### src/smrs_pkg.sv
// Constants and types for the stop mode and reset sequencer.
// Assumes a single 125 MHz system clock domain.
package smrs_pkg;
  localparam logic [2:0] STABILIZATION_TIME_SELECT_2P12 = 3'h0;
  localparam logic [2:0] STABILIZATION_TIME_SELECT_2P15 = 3'h2;
  localparam logic [2:0] STABILIZATION_TIME_SELECT_2P17 = 3'h4;
  localparam logic [7:0] STABILIZATION_TIME_SELECT_RST = 8'h04;
  localparam int EXP_2P12 = 12;
  localparam int EXP_2P15 = 15;
  localparam int EXP_2P17 = 17;
  localparam int EXP_RESET = 15;
  localparam int CNT_W = 18;
  localparam logic [7:0] PSW_RST = 8'h02;
  localparam logic [7:0] LATCH_RST = 8'h00;
  localparam logic [7:0] PMODE_RST = 8'hFF;
  localparam logic [7:0] IRQ_REQ_RST = 8'h00;
  localparam logic [7:0] IRQ_MASK_RST = 8'hFF;
  localparam logic [7:0] ZERO_RST = 8'h00;
  localparam logic [7:0] POCF_RST = 8'h00;
  localparam logic [7:0] POCF_POC = 8'h04;
  localparam logic [15:0] RESET_VECTOR_ADDR = 16'h0000;
  localparam int EXT_RESET_MIN_NS = 10000;
  localparam int CLK_PERIOD_NS = 8;
  localparam int EXT_RESET_MIN_CYC = (EXT_RESET_MIN_NS + CLK_PERIOD_NS - 1) / CLK_PERIOD_NS;
  typedef enum logic [2:0] {ST_RUN, ST_STOP, ST_RST, ST_WAIT_IRQ, ST_WAIT_RST} smrs_state_e;
  typedef enum logic [1:0] {RES_NEXT, RES_VECTOR, RES_RESET} smrs_resume_e;
endpackage

### src/smrs_wait_if.sv
// Interface between the sequencer and its stabilization wait counter.
// Assumes both ends share sys_clk.
`timescale 1ns/100ps
interface smrs_wait_if;
  logic start;
  logic [4:0] exponent;
  logic done;
  modport ctrl (output start, output exponent, input done);
  modport cnt (input start, input exponent, output done);
endinterface // smrs_wait_if

### src/smrs_top.sv
// Stop mode and reset sequencer top level.
// Assumes synchronous inputs from the core, interrupt logic and reset pin.
// Function
// - Stop instruction enters STOP standby mode.
// - Pending unmasked request releases stop at once.
// - STOP halts oscillator and core clock.
// - Latches held; watchdog, memory, detector stop.
// - Timer A counts only cascaded, external clock.
// - Timer B counts only on external clock.
// - Bit buffer runs on external timer B match.
// - Unmasked interrupt ends stop, vectors if enabled.
// - Interrupts disabled: continue after stop instruction.
// - Key return interrupt always ends stop, vectors.
// - Reset out of stop waits stabilization first.
// - Pin, watchdog, power-on-clear resets act alike.
// - Fetch starts from the reset vector.
// - Pins high impedance in reset and wait.
// - Pin release runs after stabilization wait.
// - Watchdog reset clears itself, then waits.
// - Stop held during reset, ports high impedance.
// - Reset values for status, ports, interrupt flags.
// - Timers and watchdog control registers cleared.
// - Power-on-clear flags read 04H after that reset.
// - Program counter undefined through reset and wait.
// - Selector picks 2^12, 2^15 or 2^17 cycles.
`timescale 1ns/100ps
module smrs_top (
  input wire logic sys_clk,
  input wire logic reset,
  input wire logic reset_pin_n,
  input wire logic watchdog_overflow,
  input wire logic power_on_clear_detect,
  input wire logic stop_instr,
  input wire logic [7:0] irq_request_flags_in,
  input wire logic [7:0] irq_mask_flags_in,
  input wire logic global_irq_enable,
  input wire logic key_return_irq,
  input wire logic [2:0] stabilization_time_select_wdata,
  input wire logic stabilization_time_select_we,
  input wire logic timer_a_cascaded,
  input wire logic timer_b_ext_clock,
  input wire logic timer_b_match_irq,
  output logic osc_enable,
  output logic core_clk_enable,
  output logic pins_hiz,
  output logic watchdog_run,
  output logic nv_memory_run,
  output logic low_voltage_detector_run,
  output logic key_return_run,
  output logic timer_a_run,
  output logic timer_b_run,
  output logic bit_buffer_run,
  output logic resume_next,
  output logic resume_vector,
  output logic fetch_reset_vector,
  output logic [15:0] reset_vector_addr,
  output logic pc_valid,
  output logic core_reset,
  output logic [2:0] stabilization_time_select,
  output logic [7:0] program_status_word_rst,
  output logic [7:0] port_latch_rst,
  output logic [7:0] port_mode_rst,
  output logic [7:0] irq_request_flags_rst,
  output logic [7:0] irq_mask_flags_rst,
  output logic [7:0] timer_ctrl_rst,
  output logic [7:0] power_on_clear_flags
);
  smrs_pkg::smrs_state_e state_reg, state_next;
  smrs_pkg::smrs_resume_e resume_reg, resume_next_v;
  logic [2:0] stabilization_time_select_reg;
  logic [7:0] pocf_reg;
  logic any_reset;
  logic unmasked_pending;
  logic wake_irq;
  logic in_stop;
  logic [4:0] irq_exponent;
  logic osc_en_next, core_en_next, hiz_next;
  logic pulse_next, vec_next, fetch_next;
  smrs_wait_if wif ();

  smrs_wait_cnt smrs_wait_cnt_i (
    .sys_clk(sys_clk),
    .reset(reset),
    .wif(wif)
  );

  // All three reset sources merge into one request; only the power-on-clear flag tells them apart.
  assign any_reset = !reset_pin_n || watchdog_overflow || power_on_clear_detect;
  assign unmasked_pending = |(irq_request_flags_in & ~irq_mask_flags_in);
  assign wake_irq = unmasked_pending || key_return_irq;
  assign in_stop = (state_reg == smrs_pkg::ST_STOP);
  assign irq_exponent = (stabilization_time_select_reg == smrs_pkg::STABILIZATION_TIME_SELECT_2P12) ? 5'(smrs_pkg::EXP_2P12) :
                        (stabilization_time_select_reg == smrs_pkg::STABILIZATION_TIME_SELECT_2P15) ? 5'(smrs_pkg::EXP_2P15) :
                        5'(smrs_pkg::EXP_2P17);
  assign wif.start = (state_next == smrs_pkg::ST_WAIT_IRQ || state_next == smrs_pkg::ST_WAIT_RST) &&
                     (state_reg != state_next);
  assign wif.exponent = (state_next == smrs_pkg::ST_WAIT_RST) ? 5'(smrs_pkg::EXP_RESET) : irq_exponent;

  always_comb begin
    state_next = state_reg;
    resume_next_v = resume_reg;
    case (state_reg)
      smrs_pkg::ST_RUN: begin
        if (any_reset) begin
          state_next = smrs_pkg::ST_RST;
        end else if (stop_instr) begin
          state_next = smrs_pkg::ST_STOP;
          resume_next_v = smrs_pkg::RES_NEXT;
        end
      end
      smrs_pkg::ST_STOP: begin
        if (any_reset) begin
          state_next = smrs_pkg::ST_STOP;
        end else if (resume_reg == smrs_pkg::RES_RESET) begin
          state_next = smrs_pkg::ST_WAIT_RST;
        end else if (key_return_irq) begin
          state_next = smrs_pkg::ST_WAIT_IRQ;
          resume_next_v = smrs_pkg::RES_VECTOR;
        end else if (unmasked_pending) begin
          state_next = smrs_pkg::ST_WAIT_IRQ;
          resume_next_v = global_irq_enable ? smrs_pkg::RES_VECTOR : smrs_pkg::RES_NEXT;
        end
      end
      smrs_pkg::ST_RST: begin
        if (!any_reset) begin
          state_next = smrs_pkg::ST_WAIT_RST;
        end
      end
      smrs_pkg::ST_WAIT_IRQ: begin
        if (any_reset) begin
          state_next = smrs_pkg::ST_RST;
        end else if (wif.done) begin
          state_next = smrs_pkg::ST_RUN;
        end
      end
      smrs_pkg::ST_WAIT_RST: begin
        if (any_reset) begin
          state_next = smrs_pkg::ST_RST;
        end else if (wif.done) begin
          state_next = smrs_pkg::ST_RUN;
        end
      end
      default: begin
        state_next = smrs_pkg::ST_RST;
      end
    endcase
    if (in_stop && any_reset) begin
      resume_next_v = smrs_pkg::RES_RESET;
    end
  end

  assign osc_en_next = (state_next != smrs_pkg::ST_STOP);
  assign core_en_next = (state_next == smrs_pkg::ST_RUN);
  // Pins float during reset, the wait after it, and stop while reset is held.
  assign hiz_next = (state_next == smrs_pkg::ST_RST) || (state_next == smrs_pkg::ST_WAIT_RST) ||
                    (state_next == smrs_pkg::ST_STOP && any_reset);
  assign pulse_next = (state_next == smrs_pkg::ST_RUN) && (state_reg == smrs_pkg::ST_WAIT_IRQ);
  assign vec_next = pulse_next && (resume_reg == smrs_pkg::RES_VECTOR);
  assign fetch_next = (state_next == smrs_pkg::ST_RUN) && (state_reg == smrs_pkg::ST_WAIT_RST);

  always_ff @(posedge sys_clk) begin
    if (reset) begin
      state_reg <= smrs_pkg::ST_RST;
      resume_reg <= smrs_pkg::RES_RESET;
    end else begin
      state_reg <= state_next;
      resume_reg <= resume_next_v;
    end
  end

  // The selector keeps its value across stop; prohibited codes are ignored on write.
  always_ff @(posedge sys_clk) begin
    if (reset || any_reset) begin
      stabilization_time_select_reg <= smrs_pkg::STABILIZATION_TIME_SELECT_RST[2:0];
    end else if (stabilization_time_select_we &&
                 (stabilization_time_select_wdata == smrs_pkg::STABILIZATION_TIME_SELECT_2P12 ||
                  stabilization_time_select_wdata == smrs_pkg::STABILIZATION_TIME_SELECT_2P15 ||
                  stabilization_time_select_wdata == smrs_pkg::STABILIZATION_TIME_SELECT_2P17)) begin
      stabilization_time_select_reg <= stabilization_time_select_wdata;
    end
  end

  // The flag keeps the power-on-clear cause until the next reset of another kind.
  always_ff @(posedge sys_clk) begin
    if (reset) begin
      pocf_reg <= smrs_pkg::POCF_RST;
    end else if (power_on_clear_detect) begin
      pocf_reg <= smrs_pkg::POCF_POC;
    end else if (any_reset) begin
      pocf_reg <= smrs_pkg::POCF_RST;
    end
  end

  always_ff @(posedge sys_clk) begin
    if (reset) begin
      osc_enable <= 1'b1;
      core_clk_enable <= 1'b0;
      pins_hiz <= 1'b1;
      watchdog_run <= 1'b0;
      nv_memory_run <= 1'b0;
      low_voltage_detector_run <= 1'b0;
      key_return_run <= 1'b0;
      timer_a_run <= 1'b0;
      timer_b_run <= 1'b0;
      bit_buffer_run <= 1'b0;
      resume_next <= 1'b0;
      resume_vector <= 1'b0;
      fetch_reset_vector <= 1'b0;
      pc_valid <= 1'b0;
      core_reset <= 1'b1;
    end else begin
      osc_enable <= osc_en_next;
      core_clk_enable <= core_en_next;
      pins_hiz <= hiz_next;
      watchdog_run <= osc_en_next;
      nv_memory_run <= osc_en_next;
      low_voltage_detector_run <= osc_en_next;
      key_return_run <= !osc_en_next;
      timer_a_run <= osc_en_next || (timer_a_cascaded && timer_b_ext_clock);
      timer_b_run <= osc_en_next || timer_b_ext_clock;
      bit_buffer_run <= osc_en_next || (timer_b_ext_clock && timer_b_match_irq);
      resume_next <= pulse_next && !vec_next;
      resume_vector <= vec_next;
      fetch_reset_vector <= fetch_next;
      pc_valid <= core_en_next;
      core_reset <= (state_next == smrs_pkg::ST_RST) || (state_next == smrs_pkg::ST_WAIT_RST) ||
                    (state_next == smrs_pkg::ST_STOP && resume_next_v == smrs_pkg::RES_RESET);
    end
  end

  // These are reset images applied by the core while core_reset is high; all but the selector and the power-on-clear flags are constant.
  always_ff @(posedge sys_clk) begin
    reset_vector_addr <= smrs_pkg::RESET_VECTOR_ADDR;
    stabilization_time_select <= stabilization_time_select_reg;
    program_status_word_rst <= smrs_pkg::PSW_RST;
    port_latch_rst <= smrs_pkg::LATCH_RST;
    port_mode_rst <= smrs_pkg::PMODE_RST;
    irq_request_flags_rst <= smrs_pkg::IRQ_REQ_RST;
    irq_mask_flags_rst <= smrs_pkg::IRQ_MASK_RST;
    timer_ctrl_rst <= smrs_pkg::ZERO_RST;
    power_on_clear_flags <= pocf_reg;
  end

  property p_stop_no_core;
    @(posedge sys_clk) disable iff (reset) (state_reg == smrs_pkg::ST_STOP) |-> !osc_enable && !core_clk_enable;
  endproperty
  a_stop_no_core: assert property (p_stop_no_core) else $error("core clock runs in stop");

  property p_enter_stop;
    @(posedge sys_clk) disable iff (reset)
      (state_reg == smrs_pkg::ST_RUN && stop_instr && !any_reset) |=> (state_reg == smrs_pkg::ST_STOP);
  endproperty
  a_enter_stop: assert property (p_enter_stop) else $error("stop not entered");

  property p_masked_stays;
    @(posedge sys_clk) disable iff (reset)
      (in_stop && !any_reset && !wake_irq && resume_reg != smrs_pkg::RES_RESET) |=> in_stop;
  endproperty
  a_masked_stays: assert property (p_masked_stays) else $error("masked request left stop");

  property p_key_wakes;
    @(posedge sys_clk) disable iff (reset)
      (in_stop && key_return_irq && !any_reset && resume_reg != smrs_pkg::RES_RESET)
      |=> (state_reg == smrs_pkg::ST_WAIT_IRQ) && (resume_reg == smrs_pkg::RES_VECTOR);
  endproperty
  a_key_wakes: assert property (p_key_wakes) else $error("key return did not vector");

  property p_hiz_in_reset;
    @(posedge sys_clk) disable iff (reset) (state_reg == smrs_pkg::ST_RST) |-> pins_hiz;
  endproperty
  a_hiz_in_reset: assert property (p_hiz_in_reset) else $error("pins driven in reset");

  property p_stop_held_reset;
    @(posedge sys_clk) disable iff (reset) (in_stop && any_reset) |=> in_stop && pins_hiz;
  endproperty
  a_stop_held_reset: assert property (p_stop_held_reset) else $error("stop lost under reset");

  property p_no_run_in_wait;
    @(posedge sys_clk) disable iff (reset) (state_reg == smrs_pkg::ST_WAIT_RST) |-> !pc_valid;
  endproperty
  a_no_run_in_wait: assert property (p_no_run_in_wait) else $error("pc valid during wait");

  property p_fetch_after_wait;
    @(posedge sys_clk) disable iff (reset)
      (state_reg == smrs_pkg::ST_WAIT_RST && wif.done && !any_reset) |=> fetch_reset_vector && core_clk_enable;
  endproperty
  a_fetch_after_wait: assert property (p_fetch_after_wait) else $error("no reset vector fetch");

  property p_pocf;
    @(posedge sys_clk) disable iff (reset) power_on_clear_detect |=> ##1 (power_on_clear_flags == smrs_pkg::POCF_POC);
  endproperty
  a_pocf: assert property (p_pocf) else $error("power-on-clear flag wrong");

  property p_resume_next;
    @(posedge sys_clk) disable iff (reset)
      (state_reg == smrs_pkg::ST_WAIT_IRQ && wif.done && !any_reset && resume_reg == smrs_pkg::RES_NEXT)
      |=> resume_next && !resume_vector;
  endproperty
  a_resume_next: assert property (p_resume_next) else $error("no resume at next instruction");

  property p_resume_vector;
    @(posedge sys_clk) disable iff (reset)
      (state_reg == smrs_pkg::ST_WAIT_IRQ && wif.done && !any_reset && resume_reg == smrs_pkg::RES_VECTOR)
      |=> resume_vector && !resume_next;
  endproperty
  a_resume_vector: assert property (p_resume_vector) else $error("no vectored resume");

  property p_wait_gated;
    @(posedge sys_clk) disable iff (reset) (state_reg == smrs_pkg::ST_WAIT_IRQ) |-> !core_clk_enable;
  endproperty
  a_wait_gated: assert property (p_wait_gated) else $error("core clock runs during wait");
endmodule // smrs_top

### src/smrs_wait_cnt.sv
// Oscillation stabilization wait counter.
// Assumes the counter sees the restarted oscillator as sys_clk.
`timescale 1ns/100ps
module smrs_wait_cnt (
  input wire logic sys_clk,
  input wire logic reset,
  smrs_wait_if.cnt wif
);
  logic [smrs_pkg::CNT_W-1:0] count_reg;
  logic busy_reg;
  logic done_reg;
  logic [smrs_pkg::CNT_W-1:0] limit;
  assign limit = (smrs_pkg::CNT_W)'(({{(smrs_pkg::CNT_W-1){1'b0}}, 1'b1} << wif.exponent) - 1'b1);
  assign wif.done = done_reg;
  always_ff @(posedge sys_clk) begin
    if (reset || wif.start) begin
      count_reg <= '0;
      busy_reg <= wif.start && !reset;
      done_reg <= 1'b0;
    end else if (busy_reg) begin
      count_reg <= count_reg + 1'b1;
      busy_reg <= (count_reg != limit);
      done_reg <= (count_reg == limit);
    end else begin
      done_reg <= 1'b0;
    end
  end
endmodule // smrs_wait_cnt

### config.mk
export PLATFORM = sky130hd
export DESIGN_NAME = smrs_top
export DESIGN_NICKNAME = d
export VERILOG_FILES = /design/src/smrs_pkg.sv /design/src/smrs_wait_if.sv /design/src/smrs_top.sv /design/src/smrs_wait_cnt.sv
export SDC_FILE = /design/constraint.sdc
export NUM_CORES = 1
export LEC_CHECK = 0
export ABC_AREA = 0
export BUFFER_PORTS_ARGS = -buffer_cell sky130_fd_sc_hd__clkbuf_2
export CAP_MARGIN = 5
export CORE_MARGIN = 8
export CORE_UTILIZATION = 45
export DETAILED_ROUTE_END_ITERATION = 8
export GPL_ROUTABILITY_DRIVEN = 1
export PLACE_DENSITY_LB_ADDON = 0.2
export SLEW_MARGIN = 20
export SYNTH_ARGS = -nofsm -noshare
export SYNTH_HDL_FRONTEND = slang
export SYNTH_SLANG_ARGS = --single-unit
export TNS_END_PERCENT = 1
### constraint.sdc
create_clock -name sys_clk -period 5.4 [get_ports sys_clk]
set_clock_uncertainty 0.2 [all_clocks]
set_input_delay 0.27 -clock sys_clk [delete_from_list [all_inputs] [get_ports sys_clk]]
set_output_delay 0.27 -clock sys_clk [all_outputs]
set_load 0.1 [all_outputs]
==> key figures <==
Status
  • Status: complete, no violations

Global route
  • Total GRT Usage: 0.116
  • Grt ovf: 0
  • Initial antenna violation count: 0
  • Vias in the first global route: 1903
  • Largest net degree at the start of global routing: 20
  • First-pass GRT wire length: 8.34 mm

Routing
  • Router iterations before antenna repair: 4
  • Drc violations: 0
  • Via count: 1932
  • Avg WL per Cell: 11.8 um
  • DR iter-0 viols: 101
  • Vias/cell: 4.55
  • Remaining antenna violation count: 0
  • DRT Wirelength: 5.02 mm

Floorplan
  • Die width: 92.5 um
  • Die Y: 92.5 um
  • Rows: 28
  • Die area: 8550 um^2
  • Core Area: 5780 um^2
  • Initial core utilization: 0.455
  • IO Pins: 121

Placed design
  • Placed insts: 418
  • Dpl hpwl: 3.97 mm
  • Port bufs: 49
  • Gp weighted congestion: 0.861
  • Placement-stage cell area: 2620 um^2
  • Pre-CTS WS: 2.73 ns

Synthesis
  • Synth area leaders: dfxtp_1 (34%), buf_4 (21%), nor2_1 (4.7%)
  • Synth area leader: dfxtp_1
  • #FFs+latches synth: 45
  • Syn. warnings: 0
  • Ys async rst share: 0
  • Post-synthesis sequential area ratio: 0.342
  • Area of the mapped netlist: 2630 um^2
  • Top_reg_cell synth: dfxtp_1
  • Netlist cell types: 52
  • Top cell type's share of synthesized area: 0.342
  • Mapped Avg Cell Area: 8.55 um^2
  • Cells after synthesis: 308
  • Post-synth EDFFs: 0

Timing
  • Pins Over Slew Limit: 0
  • Setup TNS Final: 0 ns
  • Final setup margin: 2.71 ns
  • Hold Fails Final Rpt: 0
  • Unrepaired setup endpoints after global routing: no
  • Peak Freq: 0.372 GHz
  • Hold_ws: 0.00727 ns
  • Final period util: 0.498
  • Worst slew margin: 0.535
  • Post-layout minimum cycle time: 2.69 ns
  • Setup violations, final: 0
  • Worst slew pin tran: 0.698 ns

Clock network
  • Hold_buf cts: 0
  • Resized cells post-CTS: 0
  • Root Buffer: clkbuf_8
  • H-tree levels: 2
  • Clk buf depth: 2
  • Inserted Clock Buffers: 5
  • Clk pin slew, worst setup/hold paths: 0.08 ns
  • Setup bufs post-CTS: 0
  • CTS tree: built
  • Worst skew pair latency: 0.29 ns
  • Clock sinks: 45

Worst setup path
  • Setup Crit Path Kind: reg2reg
  • CP Capture Type: register
  • Critical Path Max Stage Delay: 0.60 ns
  • Critical path startpoint category: register
  • WP buf/inv: 0
  • Worst-path maximum fanout: 19
  • Cell family with most CP delay: compound AO/OA/AOI/OAI gates
  • CP max stage cell: dfxtp_1
  • Most common cell on crit path: a31o_1
  • Worst Path Arrival: 2.69 ns
  • Crit path cell chain: nand2b_1, nor2_1, nand4b_1, a31o_1, a31o_1, a2111oi_4
  • Required @ worst endpoint: 5.40 ns

Final layout
  • Multi-input logic area: 1340 um^2
  • ANT cells: 0
  • Max reg flops: 18
  • Syn-to-layout area delta: 3.52%
  • Filler instances: 579
  • Finished Cell Area: 2730 um^2
  • Reg area: 901 um^2
  • Non-Filler Instances: 425
  • # nets final: 382
  • Share of layout cells above drive strength 1: 0.189

Job
  • Max cap viols: 0

Power
  • Peak VDD IR: 0.000149 V
  • Cell leakage power: 1.22 nW
  • Power Dens Cells: 319 nW/um^2

Hold path
  • Hold Path Class: in2reg
[stage by stage]
step | power, mW | utilization
floorplan | 0.655 | -
global placement | 0.632 | 0.453
detailed placement | 0.632 | 0.453
CTS | 0.876 | 0.471
global route | 0.901 | 0.471
finish | 0.868 | 0.471
[Yosys cell counts, types with 2 or more instances]
library cell	count
nor2b_1	11
nor2_1	33
nand4_1	8
buf_2	3
a2111oi_2	2
inv_1	11
a21oi_1	10
nand4b_1	2
dfxtp_1	45
conb_1	2
nor4_1	3
or2_2	2
clkbuf_1	3
xor2_1	11
nor3_1	4
a22oi_1	2
nand3b_1	2
a211oi_1	2
xnor2_1	6
nand2_1	17
o22ai_1	3
o21bai_1	2
buf_4	74
nor4b_1	2
nand3_1	9
and3_1	5
o21ai_0	4
nand2b_1	2
a31o_1	2
a21o_1	2
buf_6	2
or3b_1	2
[worst paths after layout]
kind | from | endpoint | slack, ns | depth (start not counted)
hold reg to reg | stabilization_time_select_reg[0] | stabilization_time_select[0] | 0.15 | 0
hold / removal | timer_a_cascaded | timer_a_run | 0.007 | 3
setup / recovery | state_reg[0] | smrs_wait_cnt_i.wif.done | 2.71 | 6
setup reg to reg | state_reg[0] | smrs_wait_cnt_i.wif.done | 2.71 | 6
[report_power, final]
part           switching (mW)  total [mW]  leakage [nW]  internal (mW)
combinational           0.267       0.287         0.798         0.0205
clock                   0.107       0.242        0.0540          0.134
sequential            0.00306       0.339         0.365          0.336
[cell type report]
class,count,area share
multi-input cells,238,0.492
clock inverters,2,0.0129
flip-flops and latches,45,0.331
inverters,11,0.0152
repair buffers,49,0.0900
well taps,75,0.0344
clock buffers,5,0.0253
[per-layer routing]
layer | vias to the layer above | share of wire | global-route usage
li1 | 974 | - | -
met1 | 851 | 0.49 | 0.151
met2 | 103 | 0.41 | 0.172
met3 | 4 | 0.097 | 0.0421
met4 | 0 | 0.012 | 0.0403
met5 | - | 0 | 0
[cells by family after synthesis]
| group | count (synthesis) | share of synthesized area |
|---|---|---|
| compound gates | 40 | 0.119 |
| simple gates | 108 | 0.224 |
| xor+xnor | 17 | 0.0566 |
| buf+inv | 94 | 0.247 |
| mux | 1 | 0.00380 |
| fa+ha+maj | 1 | 0.00475 |
| flops | 45 | 0.342 |
| other cells | 2 | 0.00285 |
[placed cells by master, fill, tap and decap left out, types with 3 or more instances in the layout]
master	instances
o21ai_0	4
nand2_1	17
o22ai_1	3
and3_1	5
nor2_1	33
clkbuf_2	49
nor4_1	3
nor2b_1	11
dfxtp_1	45
a21oi_1	10
xnor2_1	6
nand4_1	8
clkbuf_8	5
conb_1	71
inv_1	11
nand3_1	9
xor2_1	11
nor3_1	4
[worst register-to-register path, cell delays in order (launching register included)]
cell,delay (ns)
dfxtp_1,0.60
nand2b_1,0.18
nor2_1,0.34
nand4b_1,0.21
a31o_1,0.27
a31o_1,0.44
a2111oi_4,0.35
No activity file was read; power rests on OpenSTA's default activity.
